===== config.mk =====
export PLATFORM = sky130hd
export DESIGN_NAME = fpm_ctrl
export DESIGN_NICKNAME = d
export VERILOG_FILES = /design/src/design/fpm_pkg.sv /design/src/design/fpm_ctrl.sv /design/src/design/fpm_fifo.sv
export SDC_FILE = /design/constraint.sdc
export NUM_CORES = 1
export LEC_CHECK = 0
export ABC_AREA = 1
export BUFFER_PORTS_ARGS = -buffer_cell sky130_fd_sc_hd__buf_2
export CAP_MARGIN = 15
export CORE_MARGIN = 4
export CORE_UTILIZATION = 52
export CTS_BUF_LIST = sky130_fd_sc_hd__clkbuf_4
export DETAILED_ROUTE_END_ITERATION = 7
export GPL_TIMING_DRIVEN = 0
export PLACE_DENSITY = 0.75
export SETUP_SLACK_MARGIN = 0.4
export SLEW_MARGIN = 10
export SYNTH_ARGS = -nofsm -noshare
export SYNTH_HDL_FRONTEND = slang
export SYNTH_HIERARCHICAL = 1
export SYNTH_SLANG_ARGS = --single-unit

===== constraint.sdc =====
create_clock -name clk_sys -period 2.15 [get_ports clk_sys]
set_input_delay 0.43 -clock clk_sys [delete_from_list [all_inputs] [get_ports clk_sys]]
set_output_delay 0.43 -clock clk_sys [all_outputs]
set_load 0.01 [all_outputs]

===== src/design/fpm_pkg.sv =====
// Purpose: shared constants for the programmer-mode flash command sequencer
// Assumes: 40 MHz system clock, byte-wide programmer bus, 32 kbyte array
// Notes: every number of the block lives here once
package fpm_pkg;

	// ----------------------------------------------------------------
	// bus widths and page geometry
	// ----------------------------------------------------------------
	localparam int ADDR_W = 15;
	localparam int DATA_W = 8;
	localparam int PAGE_LSB = 7;
	localparam int PAGE_BYTES = 128;
	localparam int FIFO_DEPTH = 8;
	localparam logic [7:0] PAGE_LAST = 8'h7f;
	localparam logic [7:0] PAD_BYTE = 8'hff;

	// ----------------------------------------------------------------
	// first-cycle command bytes
	// ----------------------------------------------------------------
	localparam logic [7:0] CMD_READ = 8'h00;
	localparam logic [7:0] CMD_PROG = 8'h40;
	localparam logic [7:0] CMD_ERASE = 8'h20;
	localparam logic [7:0] CMD_STAT = 8'h71;

	// ----------------------------------------------------------------
	// status read return code bits, zero means no fault
	// ----------------------------------------------------------------
	localparam logic [7:0] RC_NONE = 8'h00;
	localparam logic [7:0] RC_ADDR_ERR = 8'h01;
	localparam logic [7:0] RC_OVERRUN = 8'h02;
	localparam logic [7:0] RC_PROG_FAIL = 8'h10;
	localparam logic [7:0] RC_ERASE_FAIL = 8'h20;

	// ----------------------------------------------------------------
	// startup timing
	// ----------------------------------------------------------------
	localparam int CLK_HZ = 40000000;
	localparam int T_OSC_MS = 10;
	localparam int T_SETUP_MS = 10;
	localparam int STARTUP_CYCLES = (T_OSC_MS + T_SETUP_MS) * (CLK_HZ / 1000);
	localparam int STARTUP_W = 20;

	// ----------------------------------------------------------------
	// sequencer states
	// ----------------------------------------------------------------
	typedef enum logic [3:0] {
		ST_STARTUP,
		ST_READ,
		ST_CMD,
		ST_PROG_DATA,
		ST_PROG_RUN,
		ST_ERASE2,
		ST_ERASE_RUN,
		ST_STAT2,
		ST_STAT
	} fpm_state_t;

endpackage


===== src/design/fpm_ctrl.sv =====
// Purpose: programmer-mode command sequencer for the on-chip flash
// Assumes: pins are asynchronous to clk_sys; flash core shares clk_sys
// Notes: strobes are sampled, so a write is seen two cycles after we_n rises
//
// Contract
// Programmer erases before reprogramming any already programmed address.
// Programmer programs each address block only once.
// Program transfers 128 bytes, pad with ff; device programs whole page.
// Page address low 7 bits must be zero; else write proceeds, error flagged.
// Programmer gives address in second cycle only, never in later cycles.
// No command write while programming runs.
// No command write while erasing runs.
// Auto-erase always erases the whole array.
// Poll bits held until next command write, readable with ce and oe low.
// Status bit low while running, high when ended; bits 0 to 5 read 0.
// Result bit high on normal end, low on abnormal end.
// Programmer confirms completion by result bit or a status read.
// Status read mode returns a code naming the abnormal end.
// Return code kept until a non status-read command write.
// Programmer waits 20 us after status read command before reading.
// Programmer waits 1 ms after final write before polling.
// Command writes ignored during oscillation and mode setup intervals.
// After setup interval the device enters memory read mode.
// Programmer allows oscillation plus 10 ms setup before first command.
// Erase recommended before programming chips of unknown history.
// Auto-program is one command cycle plus 128 data writes.
// After program, erase or status read, return to command wait; after status read the code stays in ST_STAT until the next command write.
// Commands: 00 read, 40 program, 20 twice erase, 71 twice status.
`timescale 1ns/1ps
module fpm_ctrl #(
	parameter int STARTUP_CYCLES = fpm_pkg::STARTUP_CYCLES
) (
	// clock and reset
	input wire logic clk_sys,
	input wire logic rst_n,
	// programmer pins
	input wire logic chip_enable_n,
	input wire logic output_enable_n,
	input wire logic write_enable_n,
	input wire logic [fpm_pkg::ADDR_W-1:0] addr_pin,
	input wire logic [fpm_pkg::DATA_W-1:0] data_pin_in,
	output logic [fpm_pkg::DATA_W-1:0] data_pin_out,
	output logic data_pin_oe,
	// flash core read port
	output logic [fpm_pkg::ADDR_W-1:0] core_rd_addr,
	input wire logic [fpm_pkg::DATA_W-1:0] core_rd_data,
	// flash core program and erase
	output logic core_prog_start,
	output logic [fpm_pkg::ADDR_W-1:0] core_page_addr,
	output logic core_erase_start,
	output logic core_wr_valid,
	output logic [fpm_pkg::DATA_W-1:0] core_wr_data,
	input wire logic core_wr_ready,
	input wire logic core_done,
	input wire logic core_fail,
	// status
	output logic ready,
	output logic busy
);
	// ----------------------------------------------------------------
	// pin synchronisers
	// ----------------------------------------------------------------
	localparam int SW = 3 + fpm_pkg::ADDR_W + fpm_pkg::DATA_W;
	logic [SW-1:0] sync1;
	logic [SW-1:0] sync2;
	logic we_prev;
	wire [SW-1:0] pins = {chip_enable_n, output_enable_n, write_enable_n, addr_pin, data_pin_in};
	wire ce_s = ~sync2[SW-1];
	wire oe_s = ~sync2[SW-2];
	wire we_n_s = sync2[SW-3];
	wire [fpm_pkg::ADDR_W-1:0] addr_s = sync2[fpm_pkg::DATA_W +: fpm_pkg::ADDR_W];
	wire [fpm_pkg::DATA_W-1:0] data_s = sync2[fpm_pkg::DATA_W-1:0];

	always_ff @(posedge clk_sys) begin
		if (!rst_n) begin
			sync1 <= '1;
			sync2 <= '1;
			we_prev <= 1'b1;
		end else begin
			sync1 <= pins;
			sync2 <= sync1;
			we_prev <= we_n_s;
		end
	end

	// a write cycle ends on the rising edge of write enable with chip enable low
	wire wr_cycle = ce_s && we_n_s && !we_prev;

	// ----------------------------------------------------------------
	// state and decode
	// ----------------------------------------------------------------
	fpm_pkg::fpm_state_t state;
	fpm_pkg::fpm_state_t next_state;
	logic [fpm_pkg::STARTUP_W-1:0] start_cnt;
	logic [7:0] byte_cnt;
	logic poll_status;
	logic poll_result;
	logic [7:0] ret_code;
	logic page_err;
	logic overrun;

	// command wait and memory read both accept a first command byte
	function automatic logic cmd_wait(fpm_pkg::fpm_state_t s);
		return s == fpm_pkg::ST_READ || s == fpm_pkg::ST_CMD;
	endfunction

	// status read mode takes commands too, else the next command byte would be lost
	wire cmd_ok = cmd_wait(state) || state == fpm_pkg::ST_STAT;
	wire cmd_wr = cmd_ok && wr_cycle;
	wire start_done = start_cnt == fpm_pkg::STARTUP_W'(STARTUP_CYCLES - 1);
	wire first_byte = byte_cnt == 8'h00;
	wire last_byte = byte_cnt == fpm_pkg::PAGE_LAST;
	wire data_wr = state == fpm_pkg::ST_PROG_DATA && wr_cycle;
	wire addr_bad = addr_s[fpm_pkg::PAGE_LSB-1:0] != '0;
	wire prog_end = state == fpm_pkg::ST_PROG_RUN && core_done;
	wire erase_end = state == fpm_pkg::ST_ERASE_RUN && core_done;
	wire prog_bad = core_fail || page_err || overrun;
	wire stat_cmd = cmd_wr && data_s == fpm_pkg::CMD_STAT;
	wire fifo_in_ready;
	wire fifo_out_valid;
	wire [fpm_pkg::DATA_W-1:0] fifo_out_data;

	// ----------------------------------------------------------------
	// next state
	// ----------------------------------------------------------------
	always_comb begin
		next_state = state;
		unique case (state)
			fpm_pkg::ST_STARTUP: begin
				if (start_done) begin
					next_state = fpm_pkg::ST_READ;
				end
			end
			fpm_pkg::ST_READ, fpm_pkg::ST_CMD, fpm_pkg::ST_STAT: begin
				if (cmd_wr) begin
					unique case (data_s)
						fpm_pkg::CMD_READ: next_state = fpm_pkg::ST_READ;
						fpm_pkg::CMD_PROG: next_state = fpm_pkg::ST_PROG_DATA;
						fpm_pkg::CMD_ERASE: next_state = fpm_pkg::ST_ERASE2;
						fpm_pkg::CMD_STAT: next_state = fpm_pkg::ST_STAT2;
						default: next_state = fpm_pkg::ST_CMD;
					endcase
				end
			end
			fpm_pkg::ST_PROG_DATA: begin
				if (data_wr && last_byte) begin
					next_state = fpm_pkg::ST_PROG_RUN;
				end
			end
			fpm_pkg::ST_ERASE2: begin
				if (wr_cycle) begin
					next_state = data_s == fpm_pkg::CMD_ERASE ? fpm_pkg::ST_ERASE_RUN : fpm_pkg::ST_CMD;
				end
			end
			fpm_pkg::ST_STAT2: begin
				if (wr_cycle) begin
					next_state = data_s == fpm_pkg::CMD_STAT ? fpm_pkg::ST_STAT : fpm_pkg::ST_CMD;
				end
			end
			fpm_pkg::ST_PROG_RUN, fpm_pkg::ST_ERASE_RUN: begin
				// writes here are not decoded at all
				if (core_done) begin
					next_state = fpm_pkg::ST_CMD;
				end
			end
			// spare codes of the state register fall back to command wait
			default: begin
				next_state = fpm_pkg::ST_CMD;
			end
		endcase
	end

	// ----------------------------------------------------------------
	// sequencer registers
	// ----------------------------------------------------------------
	always_ff @(posedge clk_sys) begin
		if (!rst_n) begin
			state <= fpm_pkg::ST_STARTUP;
			start_cnt <= '0;
		end else begin
			state <= next_state;
			// nothing is decoded while counting, so early writes are lost
			if (state == fpm_pkg::ST_STARTUP) begin
				start_cnt <= start_cnt + 1'b1;
			end
		end
	end

	always_ff @(posedge clk_sys) begin
		if (!rst_n) begin
			byte_cnt <= '0;
			page_err <= 1'b0;
			overrun <= 1'b0;
			core_page_addr <= '0;
			core_prog_start <= 1'b0;
		end else begin
			core_prog_start <= data_wr && first_byte;
			if (cmd_wr) begin
				byte_cnt <= '0;
				page_err <= 1'b0;
				overrun <= 1'b0;
			end else if (data_wr) begin
				byte_cnt <= byte_cnt + 1'b1;
				// address only taken on the first data write
				if (first_byte) begin
					core_page_addr <= {addr_s[fpm_pkg::ADDR_W-1:fpm_pkg::PAGE_LSB], fpm_pkg::PAGE_LSB'(0)};
					page_err <= addr_bad;
				end
				// bytes cannot be stalled at the pins, so a full fifo is a fault
				if (!fifo_in_ready) begin
					overrun <= 1'b1;
				end
			end
		end
	end

	// ----------------------------------------------------------------
	// polling bits and return code
	// ----------------------------------------------------------------
	always_ff @(posedge clk_sys) begin
		if (!rst_n) begin
			poll_status <= 1'b0;
			poll_result <= 1'b0;
			ret_code <= fpm_pkg::RC_NONE;
			core_erase_start <= 1'b0;
		end else begin
			core_erase_start <= state == fpm_pkg::ST_ERASE2 && wr_cycle && data_s == fpm_pkg::CMD_ERASE;
			if (prog_end) begin
				poll_status <= 1'b1;
				poll_result <= !prog_bad;
				ret_code <= (core_fail ? fpm_pkg::RC_PROG_FAIL : fpm_pkg::RC_NONE)
					| (page_err ? fpm_pkg::RC_ADDR_ERR : fpm_pkg::RC_NONE)
					| (overrun ? fpm_pkg::RC_OVERRUN : fpm_pkg::RC_NONE);
			end else if (erase_end) begin
				poll_status <= 1'b1;
				poll_result <= !core_fail;
				ret_code <= core_fail ? fpm_pkg::RC_ERASE_FAIL : fpm_pkg::RC_NONE;
			end else if (cmd_wr) begin
				// held until here, then low while any new operation runs
				poll_status <= 1'b0;
				poll_result <= 1'b0;
				if (!stat_cmd) begin
					ret_code <= fpm_pkg::RC_NONE;
				end
			end
		end
	end

	// ----------------------------------------------------------------
	// page data fifo
	// ----------------------------------------------------------------
	fpm_fifo #(
		.WIDTH(fpm_pkg::DATA_W),
		.DEPTH(fpm_pkg::FIFO_DEPTH)
	) u_fifo (
		.clk_sys(clk_sys),
		.rst_n(rst_n),
		.in_valid(data_wr),
		.in_data(data_s),
		.in_ready(fifo_in_ready),
		.out_valid(fifo_out_valid),
		.out_data(fifo_out_data),
		.out_ready(core_wr_ready)
	);

	assign core_wr_valid = fifo_out_valid;
	assign core_wr_data = fifo_out_data;

	// ----------------------------------------------------------------
	// read data path
	// ----------------------------------------------------------------
	wire reading = ce_s && oe_s && we_n_s;
	wire [7:0] poll_byte = {poll_status, poll_result, 6'h00};
	wire [7:0] rd_sel = state == fpm_pkg::ST_READ ? core_rd_data
		: state == fpm_pkg::ST_STAT ? ret_code
		: poll_byte;

	always_ff @(posedge clk_sys) begin
		if (!rst_n) begin
			data_pin_out <= '0;
			data_pin_oe <= 1'b0;
			core_rd_addr <= '0;
		end else begin
			core_rd_addr <= addr_s;
			data_pin_oe <= reading && state != fpm_pkg::ST_STARTUP;
			data_pin_out <= rd_sel;
		end
	end

	// ----------------------------------------------------------------
	// handshake flags
	// ----------------------------------------------------------------
	// taken from the next state so the flags change on the same edge as the state
	wire next_wait = cmd_wait(next_state);
	wire next_run = next_state == fpm_pkg::ST_PROG_RUN || next_state == fpm_pkg::ST_ERASE_RUN;

	always_ff @(posedge clk_sys) begin
		if (!rst_n) begin
			ready <= 1'b0;
			busy <= 1'b0;
		end else begin
			ready <= next_wait;
			busy <= next_run;
		end
	end
endmodule // fpm_ctrl


===== src/design/fpm_fifo.sv =====
// Purpose: small synchronous FIFO between programmer pins and the flash core
// Assumes: one clock, writes offered while in_ready is low are dropped by the fifo itself
// Notes: valid and ready flags are registered from the next occupancy
`timescale 1ns/1ps
module fpm_fifo #(
	parameter int WIDTH = 8,
	parameter int DEPTH = 8
) (
	// clock and reset
	input wire logic clk_sys,
	input wire logic rst_n,
	// filling side
	input wire logic in_valid,
	input wire logic [WIDTH-1:0] in_data,
	output logic in_ready,
	// draining side
	output logic out_valid,
	output logic [WIDTH-1:0] out_data,
	input wire logic out_ready
);
	localparam int PW = $clog2(DEPTH);

	logic [WIDTH-1:0] mem [DEPTH];
	logic [PW-1:0] wr_ptr;
	logic [PW-1:0] rd_ptr;
	logic [PW:0] count;
	logic [PW:0] next_count;
	wire push = in_valid && in_ready;
	wire pop = out_valid && out_ready;

	assign next_count = count + (PW+1)'(push) - (PW+1)'(pop);
	assign out_data = mem[rd_ptr];

	always_ff @(posedge clk_sys) begin
		if (push) begin
			mem[wr_ptr] <= in_data;
		end
	end

	always_ff @(posedge clk_sys) begin
		if (!rst_n) begin
			wr_ptr <= '0;
			rd_ptr <= '0;
			count <= '0;
			in_ready <= 1'b1;
			out_valid <= 1'b0;
		end else begin
			wr_ptr <= push ? PW'(wr_ptr + 1'b1) : wr_ptr;
			rd_ptr <= pop ? PW'(rd_ptr + 1'b1) : rd_ptr;
			count <= next_count;
			in_ready <= next_count != (PW+1)'(DEPTH);
			out_valid <= next_count != '0;
		end
	end
endmodule // fpm_fifo


==> flow_summary.json, run 1 <==
{
  "nNetsFinal": 1243,
  "power_uw": 9390,
  "port_buffers": 83,
  "fin_hold_ws_ns": 0.0672,
  "tritoncts.num_buffers": 52,
  "setup.worst_path.start_class": "flip-flop",
  "max-clock-path-buffers": 3,
  "syn_inst": 977,
  "holdCritStartpoint": "core_rd_data[1]",
  "drt_wl_total_mm": 20.0,
  "synth_warnings": 6,
  "dieArea_sq_mm": 0.0183,
  "finalMaxSlewViolations": 0,
  "postSynthAreaPerCell_sq_um": 8.61,
  "max_slew_margin": 0.517,
  "post-route-drc-count": 0,
  "initial_utilization": 0.530,
  "rr_worst_depth": 15,
  "area_grow_syn2layout_pct": 32.3,
  "worstPathRequired_ns": 1.72,
  "tightest_slew_ns": 0.724,
  "failed_checks": "setup timing",
  "pre_cts_slack_ns": -0.197,
  "cts_root_buffer": "clkbuf_4",
  "fin_tns_setup_ns": -0.673,
  "routedLengthMet1_mm": 8.23,
  "vdd.ir_drop.worst_mv": 0.541,
  "cts.sinks": 208,
  "syn_area_sq_mm": 0.00841,
  "asyncSetResetFlopFracSynth": 0,
  "wl_met2_mm": 10.1,
  "htree_num_levels": 2,
  "holdCritPathClass": "in -> reg",
  "place.detailed.instances": 1282,
  "timing.hold.worst_endpoint": "data_pin_out[1]$_SDFF_PN0_",
  "final_period_minus_worst_setup_slack_ns": 2.27,
  "timing_hold_violations_final": 0,
  "reg2reg_capture_point": "u_fifo/in_ready$_SDFF_PN1_",
  "synth_top_cell_by_area": "dfxtp_1",
  "cts.reportedPaths.clkPinSlew_ns": 0.07,
  "setup-violations-final": 8,
  "synthDominantCellAreaShare": 0.343,
  "edff_count_synth": 64,
  "powerDensity_mw_per_mm2": 843,
  "unrepaired_setup_endpoints_after_global_routing": "true",
  "grt_remaining_overflow": 0,
  "cts_tree": "built",
  "chipHeight_um": 135,
  "place_hpwl_mm": 11.9,
  "setup.worst_path.end_class": "output port",
  "timing.reg2reg.setup_slack_ns": 0.07,
  "critical_path_class": "reg -> out",
  "timing.final.crit_share": 1.06,
  "status": "complete, but fails checks",
  "drtIter0Drc": 390,
  "num_vias": 6953,
  "final_cell_count_no_fill": 1448,
  "timing.final.ws_setup_ns": -0.123,
  "grt_pass1_vias": 6327,
  "globalplace.congestion": 0.852,
  "drt-vias-per-instance": 4.80,
  "layout-drive-gt1-share": 0.341,
  "grt.total_usage": 0.201,
  "worstPathArrival_ns": 1.84,
  "hold_crit_depth": 3,
  "detailedRoute.firstPassIterationCount": 5,
  "synth_cell_types": 46,
  "highest-signal-layer": "met4",
  "ranking_of_synthesized_cells_by_area": "dfxtp_1 34%, edfxtp_1 23%, nand2_1 10%",
  "critical_path.reg2reg.startpoint": "state[1]$_SDFF_PN0_",
  "postRouteAntennaNets": 0,
  "maxClockFrequency_mhz": 440,
  "average_detailed_routed_wire_length_per_instance_um": 13.8,
  "wl_met3_mm": 1.33,
  "cellLeakagePower_uw": 0.00498,
  "synth-seq-cells": 208,
  "grt_start_max_net_pins": 14,
  "grt_first_pass_wirelength_mm": 29.6,
  "worstPathMaxFanout": 8,
  "worstSkewPairLatency_ns": 0.66,
  "fin_worst_skew_ns": 0.0372,
  "io_pins": 91,
  "ys.flop_type": "dfxtp_1",
  "max-cap-violations": 0,
  "die_w_um": 135,
  "rows": 46,
  "antenna_violations_before_repair": 1,
  "fillerInstances": 1176,
  "core_sq_mm": 0.0159,
  "seq_area_frac_synth": 0.571
}
==> Yosys cell counts, drive strengths merged, types with 2 or more instances <==
cell type,instances
o22ai,7
nor2,158
nor4,2
clkinv,2
ha,8
nand2,234
nand3,40
o21ai,21
buf,24
or2,55
a211oi,2
nor3b,4
nand4,8
a21oi,29
dfxtp,144
a31oi,3
o21a,2
nor3,12
edfxtp,64
inv,134
clkbuf,10
xor2,7
==> worst max-delay path by stage <==
| stage | endpoint | slack [ns] |
|---|---|---|
| global route | core_wr_data[1] | -0.22 |
| CTS | core_wr_data[2] | -0.13 |
| detailed placement | u_fifo/in_ready$_SDFF_PN1_ | -0.20 |
| finish | core_wr_data[1] | -0.12 |
| floorplan | u_fifo/in_ready$_SDFF_PN1_ | 0.03 |
| global placement | u_fifo/in_ready$_SDFF_PN1_ | -0.18 |
==> placed cells by master (no fill, tap or decap), types with 7 or more instances in the layout <==
master / count
nand2_4: 7
dfxtp_2: 7
nand4_1: 8
or2_2: 55
nand2_2: 16
buf_2: 84
buf_4: 36
o21ai_0: 17
clkbuf_4: 82
nand3_1: 31
dlygate4sd3_1: 28
nor2_1: 121
nor3_1: 7
dfxtp_1: 135
buf_6: 21
inv_1: 121
edfxtp_1: 64
a21oi_1: 16
nor2_4: 23
clkbuf_1: 10
a21oi_2: 12
conb_1: 7
inv_2: 8
nor2_2: 13
nand2_1: 209
==> state kept, by name (all words and copies together), names as in the netlist, 3 cells and up, named ones only <==
signal          count
u_fifo/mem         64
sync1              26
sync2              26
start_cnt          20
core_rd_addr       15
byte_cnt            8
core_page_addr      8
data_pin_out        8
ret_code            4
state               4
u_fifo/count        4
u_fifo/rd_ptr       3
u_fifo/wr_ptr       3
==> logic make-up (layout without fill, tap and decap cells) <==
kind of cell               after synthesis  after routing  share of synthesized area
DFF                                    208            208                      0.571
and+or+nand+nor                        514            514                      0.274
buffers and inverters                  170            417                     0.0872
xor gates and xnor gates                 8              8                    0.00833
adders and majority gates                9              9                     0.0143
AOI/OAI and AO/OA                       67             67                     0.0443
other                                    1              9                   0.000446
==> power by group <==
part / switching [uW] / internal, uW / total, uW
combinational: 990 / 793 / 1780
clock: 1500 / 1830 / 3330
sequential: 97.6 / 4180 / 4280
==> critical path: stages (launching register included) <==
cell and delay, ns:
dfxtp_2 0.33, buf_8 0.14, buf_8 0.14, nor2_2 0.12
nor2_2 0.06, nand2_2 0.08, nand2_1 0.06, nand2_1 0.08
nand2_1 0.05, buf_2 0.13
==> layout make-up <==
class | instances | area [sq um] | area share
Timing Repair Buffer | 158 | 1180 | 0.106
Tap cell | 216 | 270 | 0.0243
Inverter | 136 | 531 | 0.0477
Sequential cell | 208 | 4820 | 0.433
Multi-Input combinational cell | 605 | 3400 | 0.305
Buffer | 34 | 256 | 0.0230
Clock buffer | 82 | 616 | 0.0553
Clock inverter | 7 | 55.1 | 0.00495
Antenna cell | 2 | 5.00 | 0.000450
==> metal layers <==
layer	GRT usage	vias to the layer above
li1	-	3482
met1	0.252	3176
met2	0.341	256
met3	0.0527	39
met4	0.0644	0
met5	0	-
==> metrics by stage <==
| stage | cell area (sq um) | util |
|---|---|---|
| finish | 11100 | 0.701 |
| global route | 11100 | 0.701 |
| floorplan | 8490 | - |
| CTS | 10500 | 0.659 |
| detailed placement | 9180 | 0.578 |
| global placement | 9180 | 0.578 |
==> what timing repair did <==
item	in CTS	in global routing
setup endpoints to repair	78	91
endpoints found under the hold margin	28	0
pin swaps	45	55
buffers inserted	17	28
gates cloned	1	1
hold buffers	28	0
resized for setup	49	106
Power figures use the tool's default switching activity.
==> run 2, diff against run 1 <==
--- a/config.mk
+++ b/config.mk
@@ -5,7 +5,6 @@
 export SDC_FILE = /design/constraint.sdc
 export NUM_CORES = 1
 export LEC_CHECK = 0
-export ABC_AREA = 1
 export BUFFER_PORTS_ARGS = -buffer_cell sky130_fd_sc_hd__buf_2
 export CAP_MARGIN = 15
 export CORE_MARGIN = 4
==> run 2 against run 1 <==
  * The flow still finishes with violations (setup timing)
  * Final cell count shrank 26%
  * Via count shrank 18%
  * Clock power shrank 5%
  * Largest power group unchanged
  * First-iteration DRC count grew 17%
  * Maximum frequency shrank 15%
  * Routed wire length shrank 6.8%
  * Register-to-register slack lost 0.61 ns
  * Sequential power is essentially flat
  * Worst hold slack lost 0.025 ns
==> flow_summary.json, run 2 <==
{
  "holdCritPathClass": "in -> reg",
  "die_w_um": 130,
  "regMostFlops": "u_fifo/mem",
  "unrepaired_setup_endpoints_after_global_routing": "true",
  "vdd.ir_drop.worst_mv": 0.563,
  "critical_path.reg2reg.startpoint": "sync2[23]$_SDFF_PN1_",
  "htree_num_levels": 2,
  "drtIter0Drc": 456,
  "worst_setup_path_endpoint": "u_fifo/out_valid$_SDFF_PN0_",
  "maxClockFrequency_mhz": 372,
  "register_area_sq_mm": 0.00483,
  "num_vias": 5668,
  "total_switching_power_uw": 2120,
  "postRouteAntennaNets": 0,
  "powerDensity_mw_per_mm2": 834,
  "max-clock-path-buffers": 3,
  "timing.critical_path.from": "sync2[23]$_SDFF_PN1_",
  "seq_area_frac_synth": 0.621,
  "layout.cells.most_common": "dfxtp_1",
  "synth-seq-cells": 208,
  "top_library_cells_by_usage_in_the_layout_fill_and_taps_aside": "131 x dfxtp_1, 80 x clkbuf_4, 76 x buf_2, 64 x edfxtp_1",
  "ys.flop_type": "dfxtp_1",
  "syn_area_sq_mm": 0.00774,
  "average_detailed_routed_wire_length_per_instance_um": 17.5,
  "postSynthAreaPerCell_sq_um": 12.3,
  "worstPathArrival_ns": 3.18,
  "chipHeight_um": 130,
  "critical_path_class": "reg -> reg",
  "grt_remaining_overflow": 0,
  "setup.worst_path.end_class": "flip-flop",
  "dieArea_sq_mm": 0.0169,
  "reg_top3": "u_fifo/mem: 64 flops, sync1: 26 flops, sync2: 26 flops",
  "detailedRoute.firstPassIterationCount": 5,
  "setup-violations-final": 44,
  "grt_start_max_net_pins": 15,
  "syn_inst": 627,
  "fin_worst_skew_ns": 0.0468,
  "core_sq_mm": 0.0145,
  "edff_count_synth": 64,
  "cellLeakagePower_uw": 0.00409,
  "ranking_of_synthesized_cells_by_area": "dfxtp_1 37%, edfxtp_1 25%, mux4_1 5.1%",
  "fin_tns_setup_ns": -9.71,
  "synth_cell_types": 60,
  "status": "complete, but fails checks",
  "io_pins": 91,
  "synthDominantCellAreaShare": 0.372,
  "grt_first_pass_wirelength_mm": 27.6,
  "cts_root_buffer": "clkbuf_4",
  "max_ffs_per_register": 64,
  "worstPathMaxFanout": 4,
  "rows": 44,
  "seqPwrFrac": 0.495,
  "final_period_minus_worst_setup_slack_ns": 2.69,
  "asyncSetResetFlopFracSynth": 0,
  "synth_top_cell_by_area": "dfxtp_1",
  "hold_crit_depth": 2,
  "setup.worst_path.start_class": "flip-flop",
  "globalplace.congestion": 0.876,
  "grt.total_usage": 0.209,
  "synthMostInstantiatedCell": "dfxtp_1",
  "port_buffers": 83,
  "area_grow_syn2layout_pct": 34.2,
  "timing_hold_violations_final": 0,
  "internal_power_uw": 6550,
  "reg2reg_capture_point": "u_fifo/out_valid$_SDFF_PN0_",
  "post-route-drc-count": 0,
  "drt_wl_total_mm": 18.7,
  "finalMaxSlewViolations": 0,
  "initial_utilization": 0.533,
  "utilization": 0.715,
  "grt_pass1_vias": 5573,
  "place_hpwl_mm": 11.1,
  "comb_power_share": 0.142,
  "cts.sinks": 208,
  "failed_checks": "setup timing",
  "netlist_top_cells_count": "144 x dfxtp_1, 64 x edfxtp_1, 61 x nor2_1",
  "timing.reg2reg.setup_slack_ns": -0.54,
  "max_slew_margin": 0.564,
  "tightest_slew_ns": 0.654,
  "cts.reportedPaths.clkPinSlew_ns": 0.06,
  "sw_frac_of_total": 0.244,
  "synth_warnings": 6,
  "layout-drive-gt1-share": 0.363,
  "clock_power_share": 0.363,
  "nNetsFinal": 894,
  "antenna_violations_before_repair": 1,
  "rr_worst_depth": 10,
  "timing.final.crit_share": 1.25,
  "worstPathRequired_ns": 2.65,
  "drt-vias-per-instance": 5.31,
  "worstSkewPairLatency_ns": 0.65,
  "pre_cts_slack_ns": -0.852,
  "fillerInstances": 951,
  "multi_input_comb_area_sq_mm": 0.00312,
  "timing.final.ws_setup_ns": -0.535,
  "cts_tree": "built",
  "max-cap-violations": 0,
  "tritoncts.num_buffers": 50
}
## run 2: cell types whose count changed in the layout (fill, tap and decap cells not counted), moves of 22 or more
cell and change:
inv_1 -110, nor2_1 -65, and2_1 +22, nand2b_1 +56, nand2_1 -192, or2_2 -55
## run 2: kinds of logic (layout without fill, tap and decap cells)
family,count (synthesis),after routing,share of synthesized area
and+or+nand+nor,242,242,0.173
adders and majority gates,9,9,0.0155
muxes,34,34,0.0784
xor gates and xnor gates,30,30,0.0339
AOI/OAI and AO/OA,59,59,0.0498
other,1,8,0.000485
buffers and inverters,44,293,0.0285
DFF,208,208,0.621
## run 2: worst min path at each step
stage                                    start                         end  slack [ns]
after detailed placement   sync1[9]$_SDFF_PN1_         sync2[9]$_SDFF_PN1_        0.39
after CTS                      core_rd_data[6]  data_pin_out[6]$_SDFF_PN0_      0.0004
after floorplan           sync2[24]$_SDFF_PN1_      data_pin_oe$_SDFF_PN0_        0.37
final                           data_pin_in[2]         sync1[2]$_SDFF_PN1_        0.04
after global routing            data_pin_in[2]         sync1[2]$_SDFF_PN1_      -0.001
after global placement    sync1[11]$_SDFF_PN1_        sync2[11]$_SDFF_PN1_        0.39
## run 2: power by group through the flow
stage,logic [uW],clock network [uW],registers [uW]
6_report,1230,3150,4290
5_1_grt,1310,3460,4300
4_1_cts,1120,3200,4280
3_5_place_dp,885,0,4360
3_3_place_gp,854,0,4350
2_1_floorplan,643,0,4340
## run 2: area by class of cell
cell class,count,share of cell area
Multi-Input combinational cell,381,0.300
Antenna cell,1,0.000241
Timing Repair Buffer,161,0.126
Clock buffer,79,0.0571
Sequential cell,208,0.465
Tap cell,184,0.0222
Clock inverter,9,0.00409
Inverter,12,0.00434
Buffer,32,0.0210
## run 2: repair_timing
| action | CTS | global route |
|---|---|---|
| hold buffers | 27 | 5 |
| cloned | 1 | 1 |
| pin swaps | 21 | 13 |
| resized for setup | 57 | 63 |
| hold endpoints to repair | 27 | 5 |
| buffers inserted | 25 | 17 |
| setup endpoints to repair | 133 | 122 |
## run 2: layer usage
layer  vias up  part of all wire  global-route usage
li1       2670                 -                   -
met1      2742              0.38               0.246
met2       212              0.55               0.384
met3        44             0.053              0.0479
met4         0             0.024              0.0587
met5         -                 0                   0
## run 2: metrics by stage
stage | cell area (sq um) | hold WS, ns | power [uW] | instances
final | 10400 | 0.0420 | 8660 | 1067
after global routing | 10400 | -0.00145 | 9070 | 1067
after CTS | 9910 | 0.000400 | 8600 | 1043
after detailed placement | 8490 | 0.391 | 5240 | 902
after global placement | 8480 | 0.391 | 5200 | 900
after floorplan | 7840 | 0.374 | 4980 | 633
## run 2: critical path: stages (launching register included)
cell     delay (ns)
dfxtp_4        0.36
or3b_4         0.39
buf_8          0.13
nor2_4         0.16
nand3_2        0.11
nand2_2        0.11
ha_4           0.13
inv_2          0.04
fa_2           0.53
or3b_4         0.38
o31a_1         0.24
==> run 3, diff against run 2 <==
--- a/config.mk
+++ b/config.mk
@@ -12,7 +12,7 @@
 export CTS_BUF_LIST = sky130_fd_sc_hd__clkbuf_4
 export DETAILED_ROUTE_END_ITERATION = 7
 export GPL_TIMING_DRIVEN = 0
-export PLACE_DENSITY = 0.75
+export PLACE_DENSITY = 0.72
 export SETUP_SLACK_MARGIN = 0.4
 export SLEW_MARGIN = 10
 export SYNTH_ARGS = -nofsm -noshare
==> constraint.sdc (replaced) <==
create_clock -name clk_sys -period 3.25 [get_ports clk_sys]
set_input_delay 0.65 -clock clk_sys [delete_from_list [all_inputs] [get_ports clk_sys]]
set_output_delay 0.65 -clock clk_sys [all_outputs]
set_load 0.005 [all_outputs]
==> run 3 against run 2 <==
  * The run now ends clean
  * Critical path depth grew 1
  * Clock-buffer cell count shrank 12
  * Via count shrank 7.3%
  * Die area is the same
  * Non-clock buffer count shrank 68
  * Sequential share of layout area grew 5.9 points
  * Maximum frequency shrank 4.9%
  * First-iteration DRC count shrank 23%
  * Sequential power shrank 34%
  * Register-to-register slack gained 0.96 ns
  * Total power shrank 37%
  * Clock skew shrank 0.017 ns
  * Critical path type unchanged
  * Largest cell class unchanged
  * Highest routed layer unchanged
==> flow_summary.json, run 3 (same netlist as run 2, synthesis figures left out) <==
{
  "setup.worst_path.end_class": "flip-flop",
  "antenna_violations_before_repair": 0,
  "holdCritPathClass": "in -> reg",
  "utilization": 0.631,
  "core_sq_mm": 0.0145,
  "grt.met3_usage": 0.0471,
  "register_area_sq_mm": 0.00481,
  "place.detailed.instances": 902,
  "antenna_cells_inserted": 0,
  "total_switching_power_uw": 1310,
  "worst_setup_path_endpoint": "u_fifo/out_valid$_SDFF_PN0_",
  "sw_frac_of_total": 0.241,
  "layout.cells.most_common": "dfxtp_1",
  "cts_root_buffer": "clkbuf_4",
  "final_period_minus_worst_setup_slack_ns": 2.82,
  "reg_top3": "u_fifo/mem: 64 flops, sync1: 26 flops, sync2: 26 flops",
  "fillerInstances": 1166,
  "tritoncts.num_buffers": 49,
  "htree_num_levels": 2,
  "timing.final.crit_share": 0.869,
  "grt_first_pass_wirelength_mm": 25.7,
  "timing.reg2reg.setup_slack_ns": 0.43,
  "timing.critical_path.mode_cell": "or3b_4",
  "post-route-drc-count": 0,
  "layout-drive-gt1-share": 0.278,
  "critical_path.reg2reg.startpoint": "sync2[23]$_SDFF_PN1_",
  "seqPwrFrac": 0.516,
  "grt.total_usage": 0.193,
  "area_grow_syn2layout_pct": 18.5,
  "worstPathCellList": "or3b_4 -> buf_8 -> nor2_4 -> buf_6 -> nand3_1 -> nand2_1 -> ha_2 -> inv_1 -> fa_2 -> or3b_4 -> o31a_1",
  "worstPathArrival_ns": 3.32,
  "num_vias": 5253,
  "nNetsFinal": 825,
  "powerDensity_mw_per_mm2": 596,
  "internal_power_uw": 4150,
  "postRouteAntennaNets": 0,
  "unrepaired_setup_endpoints_after_global_routing": "true",
  "vdd.ir_drop.worst_mv": 0.368,
  "max-clock-path-buffers": 3,
  "average_detailed_routed_wire_length_per_instance_um": 16.1,
  "drt_wl_total_mm": 16.0,
  "final_cell_count_no_fill": 997,
  "worstSkewPairLatency_ns": 0.63,
  "cellLeakagePower_uw": 0.00361,
  "rows": 44,
  "top_library_cells_by_usage_in_the_layout_fill_and_taps_aside": "141 x dfxtp_1, 86 x buf_2, 67 x clkbuf_4, 64 x edfxtp_1, 61 x nor2_1",
  "place_hpwl_mm": 10.7,
  "critical_path_class": "reg -> reg",
  "die_w_um": 130,
  "grtUsageMet1": 0.246,
  "cts.sinks": 208,
  "reg2reg_capture_point": "u_fifo/out_valid$_SDFF_PN0_",
  "worstPathRequired_ns": 3.74,
  "clock_power_share": 0.371,
  "use_met2": 0.320,
  "timing.critical_path.from": "sync2[23]$_SDFF_PN1_",
  "fin_hold_ws_ns": 0.203,
  "setup-violations-final": 0,
  "max-cap-violations": 0,
  "max_ffs_per_register": 64,
  "crit_path_max_cell_delay_ns": 0.53,
  "max_slew_margin": 0.246,
  "tightest_slew_ns": 1.12,
  "fin_worst_skew_ns": 0.0294,
  "worstPathMaxFanout": 4,
  "multi_input_comb_area_sq_mm": 0.00275,
  "grt_start_max_net_pins": 14,
  "globalplace.congestion": 0.910,
  "finalMaxSlewViolations": 0,
  "cts.reportedPaths.clkPinSlew_ns": 0.07,
  "drtIter0Drc": 351,
  "drt-vias-per-instance": 5.27,
  "grt_pass1_vias": 5314,
  "port_buffers": 83,
  "grt_remaining_overflow": 0,
  "chipHeight_um": 130,
  "cts_tree": "built",
  "timing_hold_violations_final": 0,
  "timing.final.ws_setup_ns": 0.426,
  "rr_worst_depth": 11,
  "io_pins": 91,
  "initial_utilization": 0.533,
  "cts.hold.buffers_added": 0,
  "dieArea_sq_mm": 0.0169,
  "regMostFlops": "u_fifo/mem",
  "detailedRoute.firstPassIterationCount": 5,
  "comb_power_share": 0.113,
  "maxClockFrequency_mhz": 354,
  "grt_most_used_layer": "met2",
  "fin_tns_setup_ns": 0,
  "cpMaxStageDelayCell": "fa_2",
  "setup.worst_path.start_class": "flip-flop",
  "pre_cts_slack_ns": -0.0578,
  "status": "complete, no violations"
}
-- run 3: worst min-delay path by stage --
| stage | start | slack, ns | end | cells past startpoint |
|---|---|---|---|---|
| after floorplan | sync2[24]$_SDFF_PN1_ | 0.37 | data_pin_oe$_SDFF_PN0_ | 1 |
| after global placement | sync1[20]$_SDFF_PN1_ | 0.39 | sync2[20]$_SDFF_PN1_ | 1 |
| after detailed placement | sync1[17]$_SDFF_PN1_ | 0.39 | sync2[17]$_SDFF_PN1_ | 1 |
| after CTS | addr_pin[7] | 0.15 | sync1[15]$_SDFF_PN1_ | 2 |
| after global routing | addr_pin[10] | 0.14 | sync1[18]$_SDFF_PN1_ | 2 |
| final | addr_pin[10] | 0.20 | sync1[18]$_SDFF_PN1_ | 2 |
-- run 3: layer usage --
| layer | up-vias | share of wire |
|---|---|---|
| li1 | 2535 | - |
| met1 | 2509 | 0.43 |
| met2 | 181 | 0.50 |
| met3 | 28 | 0.059 |
| met4 | 0 | 0.017 |
| met5 | - | 0 |
-- run 3: layout make-up --
class	instances	area share
flip-flops and latches	208	0.524
multi-input cells	381	0.299
repair buffers	93	0.0580
clock buffers	67	0.0548
well taps	184	0.0251
plain buffers	32	0.0213
clock inverters	20	0.0124
inverters	12	0.00491
-- run 3: critical path: cells and delay by family, from the launching register on --
| family | cells | cell delay (ns) |
|---|---|---|
| and+or+nand+nor | 5 | 1.10 |
| adders and majority gates | 2 | 0.71 |
| DFF | 1 | 0.34 |
| buffers and inverters | 3 | 0.31 |
| AOI/OAI and AO/OA | 1 | 0.25 |
-- run 3: power groups by stage --
stage | logic, uW | registers, uW | clock network (uW)
floorplan | 377 | 2860 | 0
global placement | 502 | 2870 | 0
detailed placement | 524 | 2880 | 0
CTS | 593 | 2820 | 2090
global route | 677 | 2830 | 2230
finish | 615 | 2820 | 2030
-- run 3: per-stage QoR --
step                area [sq um]  power (uW)
CTS                         9160        5500
global route                9170        5740
finish                      9170        5460
global placement            8410        3370
floorplan                   7760        3240
detailed placement          8440        3400
-- run 3: what timing repair did --
item	4_1_cts	5_1_grt
resized for setup	21	18
pin swaps	1	4
setup endpoints to repair	14	10
buffers inserted	6	1
cloned	1	0
